--- src/mpd_pkg.sv ---
// Contract
// - Display page code byte is 22 hex.
// - Display page length byte must be 52 hex.
// - Per-line bit: 0 internal text, 1 host.
// - Host lines sit at bytes 4-23 to 64-83.
// - Internal text: model line one, status line three.
// - Internal line two stays blank.
// - Configuration page code byte is 3D hex.
// - Configuration page length byte must be 28 hex.
// - Alter flag set updates, else only selects.
// - Alter needs type, length, name, alterable all good.
// - Type codes: ASCII, bytes, signed, unsigned.
// - Supplied type must equal variable type.
// - ASCII length zero means zero-terminated, max 16.
// - Byte array length is its size, max 16.
// - Integers are 1, 2 or 4 bytes, MSB first.
// - Name is bytes 4-23, zero-terminated, 20 max.
// - Alter needs an exact name match.
// - Empty name in select picks first variable.
// - Pages in any order, each at most once.
// - Value bytes ignored unless alter flag set.
package mpd_pkg;

  // Register byte addresses.
  localparam logic [5:0] ADR_CTRL = 6'h00;
  localparam logic [5:0] ADR_DATA = 6'h04;
  localparam logic [5:0] ADR_STAT = 6'h08;
  localparam logic [5:0] ADR_OVR = 6'h0C;
  localparam logic [5:0] ADR_SEL = 6'h10;
  localparam logic [5:0] ADR_DADR = 6'h14;
  localparam logic [5:0] ADR_DDAT = 6'h18;
  localparam logic [5:0] ADR_VADR = 6'h1C;
  localparam logic [5:0] ADR_VDAT = 6'h20;
  localparam int CTRL_START = 0;
  localparam int CTRL_FINISH = 1;
  localparam int STAT_BUSY = 0;
  localparam int STAT_DONE = 1;
  localparam int STAT_ILL = 2;

  // Page layout.
  localparam logic [7:0] LCD_CODE = 8'h22;
  localparam logic [7:0] LCD_LEN = 8'h52;
  localparam logic [7:0] CFG_CODE = 8'h3D;
  localparam logic [7:0] CFG_LEN = 8'h28;
  localparam logic [6:0] HDR_LAST = 7'h03;
  localparam logic [6:0] BODY_FIRST = 7'h02;
  localparam logic [6:0] LCD_TEXT0 = 7'h04;
  localparam logic [6:0] LCD_LAST = 7'h53;
  localparam logic [6:0] CFG_LAST = 7'h29;
  localparam int LINES = 4;
  localparam int LINE_CH = 20;
  localparam int CFG_BYTES = 40;
  localparam int NAME_IX = 2;
  localparam int NAME_END_IX = 22;
  localparam int VAL_IX = 23;
  localparam int VAL_MAX = 16;
  localparam logic [7:0] BLANK = 8'h20;

  // Type codes.
  localparam logic [1:0] TY_ASCII = 2'h0;
  localparam logic [1:0] TY_BYTES = 2'h1;
  localparam logic [1:0] TY_SIGNED = 2'h2;
  localparam logic [1:0] TY_UNSIGNED = 2'h3;

  // Internal display text.
  localparam logic [159:0] MODEL_TXT = {"LIBRARY MODEL 01", 32'h0};
  localparam logic [159:0] BUSY_TXT = {"HANDLER BUSY", 64'h0};
  localparam logic [159:0] IDLE_TXT = {"HANDLER IDLE", 64'h0};

  // Configuration variable table.
  localparam int NVAR = 4;
  // Patterns list index 3 first, so variable 0 stands last in each list.
  localparam logic [3:0][159:0] VAR_NAME = '{
    {"SERIAL_NUM", 80'h0}, {"TEMP_TRIM", 88'h0},
    {"SLOT_MASK", 88'h0}, {"SCAN_MODE", 88'h0}};
  localparam logic [3:0][1:0] VAR_TYPE = '{TY_UNSIGNED, TY_SIGNED, TY_BYTES, TY_ASCII};
  localparam logic [3:0][4:0] VAR_LEN = '{5'h04, 5'h02, 5'h04, 5'h00};
  localparam logic [3:0] VAR_WR = 4'h7;
  localparam logic [3:0][127:0] VAL_RST = '{
    {32'h00000001, 96'h0}, 128'h0, 128'h0, {"AUTO", 96'h0}};

  typedef enum logic [4:0] {
    ST_IDLE = 5'b00001,
    ST_HDR = 5'b00010,
    ST_CODE = 5'b00100,
    ST_LEN = 5'b01000,
    ST_BODY = 5'b10000
  } mpd_st_e;

endpackage

--- src/mpd_parser.sv ---
`timescale 1ns/1ps
module mpd_parser import mpd_pkg::*; (
  // Clock and reset.
  input wire logic clk_i,
  input wire logic rst_i,
  // Wishbone slave.
  input wire logic wb_cyc_i,
  input wire logic wb_stb_i,
  input wire logic wb_we_i,
  input wire logic [5:0] wb_adr_i,
  input wire logic [3:0] wb_sel_i,
  input wire logic [31:0] wb_dat_i,
  output logic wb_ack_o,
  output logic [31:0] wb_dat_o,
  // Handler state and results.
  input wire logic handler_busy_i,
  output logic [3:0] line_override_o,
  output logic illegal_o,
  output logic done_o
);

  typedef struct packed {
    mpd_st_e st;
    logic [6:0] cnt;
    logic is_cfg;
    logic seen_lcd;
    logic seen_cfg;
    logic err;
    logic done;
    logic ack;
    logic [31:0] rdat;
    logic [6:0] daddr;
    logic [5:0] vaddr;
    logic [3:0] ovr;
    logic [1:0] sel;
    logic [3:0] lwr;
    logic [3:0][19:0][7:0] disp;
    logic [3:0][19:0][7:0] lstg;
    logic [39:0][7:0] cstg;
    logic [3:0][15:0][7:0] val;
  } mpd_state_s;

  mpd_state_s q, d;

  ////////////////////////////////////////////////////////////////////////////
  // Helpers.

  function automatic logic [7:0] txt_chr(input logic [159:0] t, input logic [4:0] p);
    logic [7:0] c;
    c = t[159 - 8 * int'(p) -: 8];
    return (c == 8'h00) ? BLANK : c;
  endfunction

  // Exact, zero-terminated compare; a 20-character name must end at byte 24.
  function automatic logic name_hit(input logic [39:0][7:0] c, input logic [159:0] nm);
    logic ended;
    logic hit;
    ended = 1'b0;
    hit = 1'b1;
    for (int i = 0; i < LINE_CH; i++) begin
      if (!ended && c[NAME_IX + i] != nm[159 - 8 * i -: 8]) begin
        hit = 1'b0;
      end
      if (c[NAME_IX + i] == 8'h00) begin
        ended = 1'b1;
      end
    end
    if (!ended && c[NAME_END_IX] != 8'h00) begin
      hit = 1'b0;
    end
    return hit;
  endfunction

  function automatic logic [1:0] line_of(input logic [6:0] k);
    if (k >= 7'h3C) begin
      return 2'h3;
    end else if (k >= 7'h28) begin
      return 2'h2;
    end else if (k >= 7'h14) begin
      return 2'h1;
    end
    return 2'h0;
  endfunction

  ////////////////////////////////////////////////////////////////////////////
  // Next state.

  logic wr_req;
  logic [7:0] byt;
  logic [6:0] k;
  logic [1:0] ln;
  logic [4:0] ps;
  logic [1:0] ty;
  logic [4:0] len;
  logic alter;
  logic term;
  logic hit;
  logic [1:0] hix;
  logic ok;
  logic zed;
  logic [15:0][7:0] nv;

  always_comb begin
    d = q;
    wr_req = wb_cyc_i && wb_stb_i && wb_we_i && !q.ack && wb_sel_i[0];
    byt = wb_dat_i[7:0];
    k = q.cnt - LCD_TEXT0;
    ln = line_of(k);
    ps = 5'(k - 7'(ln) * 7'd20);
    ty = q.cstg[0][6:5];
    len = q.cstg[0][4:0];
    alter = q.cstg[0][7];
    term = 1'b0;
    hit = 1'b0;
    hix = 2'h0;
    ok = 1'b1;
    zed = 1'b0;
    nv = '0;

    // Classic Wishbone: one wait state, ack drops the cycle after it rises.
    d.ack = wb_cyc_i && wb_stb_i && !q.ack;
    d.rdat = 32'h0;
    case (wb_adr_i)
      ADR_STAT: d.rdat = {29'h0, q.err, q.done, q.st != ST_IDLE};
      ADR_OVR: d.rdat = {28'h0, q.ovr};
      ADR_SEL: d.rdat = {30'h0, q.sel};
      ADR_DADR: d.rdat = {25'h0, q.daddr};
      ADR_VADR: d.rdat = {26'h0, q.vaddr};
      ADR_DDAT: begin
        if (q.ovr[q.daddr[6:5]]) begin
          d.rdat = {24'h0, q.disp[q.daddr[6:5]][q.daddr[4:0]]};
        end else begin
          case (q.daddr[6:5])
            2'h0: d.rdat = {24'h0, txt_chr(MODEL_TXT, q.daddr[4:0])};
            2'h2: d.rdat = {24'h0, txt_chr(handler_busy_i ? BUSY_TXT : IDLE_TXT,
                                           q.daddr[4:0])};
            default: d.rdat = {24'h0, BLANK};
          endcase
        end
      end
      // Values are stored first byte at the top index, so byte 0 reads the top.
      ADR_VDAT: d.rdat = {24'h0, q.val[q.vaddr[5:4]][4'hF - q.vaddr[3:0]]};
      default: d.rdat = 32'h0;
    endcase

    // Terminator search and name lookup for the staged configuration page.
    for (int i = VAL_IX; i < CFG_BYTES; i++) begin
      if (q.cstg[i] == 8'h00) begin
        term = 1'b1;
      end
    end
    for (int v = NVAR - 1; v >= 0; v--) begin
      if (name_hit(q.cstg, VAR_NAME[v])) begin
        hit = 1'b1;
        hix = 2'(v);
      end
    end

    if (wr_req && wb_adr_i == ADR_DADR) begin
      d.daddr = wb_dat_i[6:0];
    end
    if (wr_req && wb_adr_i == ADR_VADR) begin
      d.vaddr = wb_dat_i[5:0];
    end

    if (wr_req && wb_adr_i == ADR_DATA) begin
      case (q.st)
        ST_HDR: begin
          d.cnt = q.cnt + 7'h01;
          if (q.cnt == HDR_LAST) begin
            d.st = ST_CODE;
          end
        end
        ST_CODE: begin
          d.st = ST_LEN;
          if (byt == LCD_CODE && !q.seen_lcd) begin
            d.is_cfg = 1'b0;
            d.seen_lcd = 1'b1;
          end else if (byt == CFG_CODE && !q.seen_cfg) begin
            d.is_cfg = 1'b1;
            d.seen_cfg = 1'b1;
          end else begin
            d.err = 1'b1;
            d.st = ST_IDLE;
          end
        end
        ST_LEN: begin
          d.cnt = BODY_FIRST;
          d.st = ST_BODY;
          if (byt != (q.is_cfg ? CFG_LEN : LCD_LEN)) begin
            d.err = 1'b1;
            d.st = ST_IDLE;
          end
        end
        ST_BODY: begin
          d.cnt = q.cnt + 7'h01;
          if (q.is_cfg) begin
            d.cstg[6'(q.cnt - BODY_FIRST)] = byt;
            if (q.cnt == CFG_LAST) begin
              d.st = ST_CODE;
            end
          end else begin
            if (q.cnt == BODY_FIRST) begin
              d.lwr = {byt[0], byt[1], byt[2], byt[3]};
            end else if (q.cnt >= LCD_TEXT0) begin
              d.lstg[ln][ps] = byt;
            end
            if (q.cnt == LCD_LAST) begin
              d.st = ST_CODE;
            end
          end
        end
        default: d.st = q.st;
      endcase
    end

    if (wr_req && wb_adr_i == ADR_CTRL && wb_dat_i[CTRL_START]) begin
      d.st = ST_HDR;
      d.cnt = 7'h00;
      d.err = 1'b0;
      d.done = 1'b0;
      d.seen_lcd = 1'b0;
      d.seen_cfg = 1'b0;
    end else if (wr_req && wb_adr_i == ADR_CTRL && wb_dat_i[CTRL_FINISH] && q.st != ST_IDLE) begin
      d.st = ST_IDLE;
      d.done = 1'b1;
      // A list cut off inside a page is malformed.
      ok = !q.err && q.st == ST_CODE;
      if (q.seen_cfg) begin
        if (alter) begin
          ok = ok && hit && VAR_WR[hix] && ty == VAR_TYPE[hix];
          if (ty == TY_ASCII) begin
            ok = ok && len <= 5'd16 && (len != 5'h00 || term);
          end else begin
            ok = ok && len == VAR_LEN[hix];
          end
        end else if (q.cstg[NAME_IX] != 8'h00) begin
          ok = ok && hit;
        end
      end
      for (int v = 0; v < VAL_MAX; v++) begin
        if (q.cstg[VAL_IX + v] == 8'h00) begin
          zed = 1'b1;
        end
        // Bytes past the length or terminator are cleared, so stored values stay canonical.
        if (ty == TY_ASCII && len == 5'h00) begin
          nv[v] = zed ? 8'h00 : q.cstg[VAL_IX + v];
        end else begin
          nv[v] = (5'(v) < len) ? q.cstg[VAL_IX + v] : 8'h00;
        end
      end
      if (!ok) begin
        d.err = 1'b1;
      end else begin
        if (q.seen_lcd) begin
          d.ovr = q.lwr;
          for (int l = 0; l < LINES; l++) begin
            zed = 1'b0;
            for (int p = 0; p < LINE_CH; p++) begin
              if (q.lstg[l][p] == 8'h00) begin
                zed = 1'b1;
              end
              d.disp[l][p] = zed ? BLANK : q.lstg[l][p];
            end
          end
        end
        if (q.seen_cfg) begin
          d.sel = (q.cstg[NAME_IX] == 8'h00 && !alter) ? 2'h0 : hix;
          if (alter) begin
            for (int v = 0; v < VAL_MAX; v++) begin
              d.val[hix][v] = nv[VAL_MAX - 1 - v];
            end
          end
        end
      end
    end
  end

  ////////////////////////////////////////////////////////////////////////////
  // State register.

  always_ff @(posedge clk_i) begin
    if (rst_i) begin
      q <= '0;
      q.st <= ST_IDLE;
      q.val <= VAL_RST;
    end else begin
      q <= d;
    end
  end

  assign wb_ack_o = q.ack;
  assign wb_dat_o = q.rdat;
  assign line_override_o = q.ovr;
  assign illegal_o = q.err;
  assign done_o = q.done;

endmodule // mpd_parser

--- config.mk ---
export PLATFORM = sky130hd
export DESIGN_NAME = mpd_parser
export DESIGN_NICKNAME = d
export VERILOG_FILES = /design/src/mpd_pkg.sv /design/src/mpd_parser.sv
export SDC_FILE = /design/constraint.sdc
export NUM_CORES = 2
export LEC_CHECK = 0
export BUFFER_PORTS_ARGS = -buffer_cell sky130_fd_sc_hd__buf_2
export CAP_MARGIN = 0
export CELL_PAD_IN_SITES_DETAIL_PLACEMENT = 1
export CELL_PAD_IN_SITES_GLOBAL_PLACEMENT = 1
export CORE_MARGIN = 1
export CORE_UTILIZATION = 54
export CTS_CLUSTER_DIAMETER = 120
export DETAILED_ROUTE_END_ITERATION = 7
export GPL_TIMING_DRIVEN = 0
export HOLD_SLACK_MARGIN = 0.12
export PLACE_DENSITY = 0.81
export SLEW_MARGIN = 20
export SYNTH_ARGS = -nofsm -noshare
export SYNTH_HDL_FRONTEND = slang
export SYNTH_SLANG_ARGS = --single-unit
--- constraint.sdc ---
create_clock -name clk_i -period 8.95 [get_ports clk_i]
set_input_delay 0.895 -clock clk_i [delete_from_list [all_inputs] [get_ports clk_i]]
set_output_delay 0.895 -clock clk_i [all_outputs]
set_load 0.05 [all_outputs]
# [Word level (Yosys, flattened, before mapping)]
# Index checks and enable logic that the tools add are counted.
[op_classes] n_addsub=6 n_mul=1 magnitude_cmp=33 eq_ne=60 n_shift=2 n_mux=850 bitwise=4 reduce_logical=251
[ops] operator="$bwmux 512" n=16
[ops] operator="$demux 128 s2" n=16
[ops] operator="$mux 8" n=168
[ops] operator="$logic_not 8->1" n=119
[ops] operator="$bwmux 640" n=1
[ops] operator="$mux 1" n=588
[ops] operator="$bmux 160 s2" n=1
[ops] operator="$bwmux 320" n=1
[ops] operator="$demux 160 s2" n=1
[ops] operator="$mux 160" n=2
[ops] operator="$bmux 128 s2" n=1
[ops] operator="$mux 128" n=2
[ops] operator="$ne 8x7->1 const B" n=31
[ops] operator="$shiftx 167x9->8" n=1
[ops] operator="$shiftx 167x9->8 const A" n=1
[ops] operator="$mux 120" n=1
[ops] operator="$mux 112" n=1
[ops] operator="$mux 104" n=1
[ops] operator="$reduce_bool 8->1" n=13
[ops] operator="$mux 96" n=1
[ops] operator="$mux 92" n=1
[ops] operator="$mux 88" n=1
[ops] operator="$mux 80" n=1
[ops] operator="$mux 72" n=1
[ops] operator="other kinds (86)" n=237
[word_totals] reg_bits=2185 out_inout_bits=39

# [Depth between registers and ports, before layout]
[logic_depth] word_depth=138 mapped_depth=19 depth_no_buf=15

# [Worst setup path after synthesis]
# No wires, ideal clock.
[synth_path] path_type="register to register" start="reg q[2175] (netlist name)" end="reg q[880] (netlist name)" setup_ns=0.128 arrival_ns=4.491 required_ns=8.822 setup_slack_ns=4.331 path_stages_with_launch=18 n_path_buf=3 cell_sequence="dfxtp_1 > clkbuf_1 > inv_1 > ha_1 > nor2b_1 > clkbuf_1 > o22a_1 > o2bb2ai_1 > a22oi_1 > ha_1 > fa_1 > xor2_1 > xor2_1 > nand2_1 > clkbuf_1 > nor2_1 > mux2i_1 > nor2_1"
[synth_via] elab_chain_len=15 elab_cells_between_ends=27
[synth_lines] item="from (decl)" line="mpd_parser.sv:43" text="mpd_state_s q, d;"
[synth_lines] item="$sub 7x3->7" line="mpd_parser.sv:107" text="k = q.cnt - LCD_TEXT0;"
[synth_lines] item="$ge 7x5->1" line="mpd_parser.sv:79" text="end else if (k >= 7'h14) begin"
[synth_lines] item="$mux 1" line="mpd_parser.sv:79"
[synth_lines] item="$mux 1" line="mpd_parser.sv:77" text="end else if (k >= 7'h28) begin"
[synth_lines] item="$mux 1" line="mpd_parser.sv:75" text="if (k >= 7'h3C) begin"
[synth_lines] item="$mux 2" line="mpd_parser.sv:82" text="return 2'h0;"
[synth_lines] item="$mul 2x3->3" line="mpd_parser.sv:109" text="ps = 5'(k - 7'(ln) * 7'd20);"
[synth_lines] item="$sub 5x5->5" line="mpd_parser.sv:109"
[synth_lines] item="$lt 5x6->1 (not written as such) or $ge 5x1->1 (tied branches)" line="mpd_parser.sv:206" text="d.lstg[ln][ps] = byt;"
[synth_lines] item="$logic_and 1x1->1 (not written as such)" line="mpd_parser.sv:206"
[synth_lines] item="$mux 8 (not written as such)" line="mpd_parser.sv:206"
[synth_lines] item="$demux 8 s5" line="mpd_parser.sv:206"
[synth_lines] item="$mux 160 (not written as such)" line="mpd_parser.sv:206"
[synth_lines] item="$demux 160 s2" line="mpd_parser.sv:206"
[synth_lines] item="$bwmux 640" line="mpd_parser.sv:206"
# Several ways; a longest one is shown, not always the timed one.
# A chain may end at the register's enable or synchronous reset.

# [Worst setup path after layout]
[layout_path] start="reg q[2175] (netlist name)" end="reg q[1159] (netlist name)"
# Same word-level chain as after synthesis.

==> impl_metrics.tcl <==
set metrics [dict create \
    coreArea_um2 170000 \
    postSynth.asyncResetShare 0 \
    holdCritStartpoint "q[252]" \
    fin_cells 12100 \
    yosys.cell_types.count 88 \
    arrival_ns 8.66 \
    status "complete, no violations" \
    clk_path_buf_depth 3 \
    grt_first_pass_wirelength_um 671000 \
    relSlewSlack 0.0658 \
    fmax_mhz 128 \
    grtUsageMet3 0.233 \
    yosysTopAreaCell "dfxtp_1" \
    drcViolationCount 0 \
    r2r_start "q[2175]" \
    drt_first_pass_iters 7 \
    synth-edff-count 0 \
    muxShareOfSynthArea 0.155 \
    clk_latency_ns 0.95 \
    io_pins 87 \
    synth_compound_area_frac 0.107 \
    rsz0062_at_grt "false" \
    clock-root-buffer "clkbuf_16" \
    hpwl_um 360000 \
    post_drt_wl_per_cell_um 40.9 \
    numCtsBuffers 218 \
    path_clk_slew_ns 0.07 \
    synth_area_leaders "dfxtp_1 (45%), mux4_2 (9.1%), mux2i_1 (6.4%)" \
    min_period_ns 7.83 \
    hold_violations 0 \
    finClkSkew_ns 0.0480 \
    synth_xor_area_frac 0.00114 \
    vias 86700 \
    power_density_nw_per_um2 188 \
    cts_hold_buf 0 \
    grt_max_degree 17 \
    ir_worst_vdd_uv 240 \
    path_class "flip-flop to flip-flop" \
    layout_commonest_cell "dfxtp_1" \
    grt_antenna_before_repair 63 \
    setup-violations-final 0 \
    routed_wl_um 493000 \
    grt.met2_usage 0.777 \
    crit_required_ns 9.78 \
    die_w_um 416 \
    final_max_slew_viol_count 0 \
    met1_usage 0.638 \
    synth_top_area_share 0.449 \
    top_usage_layer "met2" \
    area_growth_pct 12.4 \
    gpl.final_weighted_congestion 1.14 \
    row_count 151 \
    h-tree-depth 4 \
    start_util 0.545 \
    cts_sinks 2073 \
    tightest_slew_ns 1.40 \
    cts_tree "built" \
    p_leak_nw 39.7 \
    die_area_um2 173000 \
    placed_cells 11600 \
    postCtsSetupBuffers 0 \
    avgSynthCellArea_um2 9.91 \
    synth_cells 9330 \
    portBuffers 26 \
    ant_nets 0 \
    cp-end-kind "flip-flop" \
    synthAdderAreaFrac 0.00184 \
    crit_path_start "q[2175]" \
    post_cts_resized 0 \
    crit_fanout 11 \
    cp-start-kind "flip-flop" \
    synth_ff_type "dfxtp_1" \
    fin_crit_sh 0.875 \
    hp-class "flip-flop to flip-flop" \
    grt_usage 0.556 \
    most-common-layout-cells "dfxtp_1 (2073), nand2_1 (999), nor2_1 (795)" \
    grt_pass1_vias 85200 \
    layout-drive-gt1-share 0.167 \
    viasPerCell 7.18 \
    grt-ovfl-total 0 \
    fin_nets 9699 \
    synthSimpleGateAreaFrac 0.231 \
    yosys_warnings 0 \
    max_cap_violations 0 \
    drt_iter0_markers 13000 \
    finalSetupTns_ns 0 \
    rrSetupSlack_ns 1.12 \
    ys_ff_latch 2073 \
    synth_top_family_by_area "simple AND/OR/NAND/NOR gates" \
    fp.dieH_um 416 \
    fillerInstances 18400 \
    syn_area_um2 92400 \
    yosysSeqAreaShare 0.449 \
    final_util 0.612 \
]
-- per-stage QoR --
stage | area (um^2) | setup WS [ns] | total power [W] | hold slack, ns
after CTS | 104000 | 1.55 | 0.0194 | 0.453
after floorplan | 92500 | 4.33 | 0.00974 | 0.412
after global placement | 95400 | 1.63 | 0.0101 | 0.426
after global routing | 104000 | 1.08 | 0.0198 | 0.471
after detailed placement | 96300 | 1.64 | 0.0101 | 0.434
final | 104000 | 1.12 | 0.0196 | 0.454
-- routing by layer --
| metal | part of all wire | wire length, um |
|---|---|---|
| met1 | 0.34 | 169000 |
| met2 | 0.40 | 197000 |
| met3 | 0.14 | 69100 |
| met4 | 0.12 | 57700 |
| met5 | 0.0010 | 501 |
-- layout make-up --
| class | instances | area (um^2) | share of cell area |
|---|---|---|---|
| Antenna cell | 46 | 115 | 0.00111 |
| Clock buffer | 332 | 6530 | 0.0628 |
| Tap cell | 2218 | 2780 | 0.0267 |
| Clock inverter | 65 | 856 | 0.00824 |
| Buffer | 848 | 4230 | 0.0407 |
| Timing Repair Buffer | 65 | 818 | 0.00787 |
| Inverter | 265 | 995 | 0.00957 |
| Multi-Input combinational cell | 6167 | 46100 | 0.444 |
| Sequential cell | 2073 | 41500 | 0.399 |
-- registers in the layout (all words and copies together) (netlist names) --
register / cells
line_override_o: 4
wb_dat_o: 8
done_o: 1
q: 2052
alter: 1
wb_ack_o: 1
illegal_o: 1
len: 5
-- critical path, cell delays in order (launching register included) --
cell,delay [ns]
dfxtp_1,0.60
clkbuf_1,0.44
inv_1,0.27
ha_1,0.37
nor2b_1,0.17
clkbuf_1,0.22
o22a_1,0.25
o2bb2ai_1,0.31
a22oi_1,0.16
ha_1,0.25
fa_1,0.46
xor2_1,0.30
xor2_1,0.68
nand3_2,0.83
clkbuf_1,0.62
clkbuf_1,0.63
nor2_1,0.73
nand2_1,0.15
a21oi_1,0.22
-- final timing paths --
kind,to,cells past startpoint
max,q[1159],18
min,q[252],2
max reg2reg,q[1159],18
min reg2reg,q[252],2
-- cell usage after synthesis, drive strengths merged (51+ instances only) --
| library cell | instances |
|---|---|
| a21oi | 419 |
| and2 | 233 |
| buf | 248 |
| clkbuf | 600 |
| dfxtp | 2073 |
| inv | 265 |
| mux2i | 588 |
| mux4 | 374 |
| nand2 | 999 |
| nand2b | 51 |
| nand3 | 376 |
| nand3b | 799 |
| nand4b | 78 |
| nor2 | 803 |
| nor2b | 157 |
| nor4 | 205 |
| o21ai | 388 |
| o31ai | 81 |
| o41ai | 244 |
-- kinds of logic after synthesis --
kind of cell	count (synthesis)
AOI/OAI and AO/OA	1281
xor gates and xnor gates	12
adders and majority gates	13
buffers and inverters	1113
DFF	2073
muxes	965
other	1
and+or+nand+nor	3872
-- where the power goes --
| part | internal [W] | switching, W | total [W] |
|---|---|---|---|
| clock | 0.00536 | 0.00422 | 0.00958 |
| combinational | 0.000142 | 0.000633 | 0.000775 |
| sequential | 0.00922 | 0.000000206 | 0.00922 |
Power figures use the tool's default switching activity.
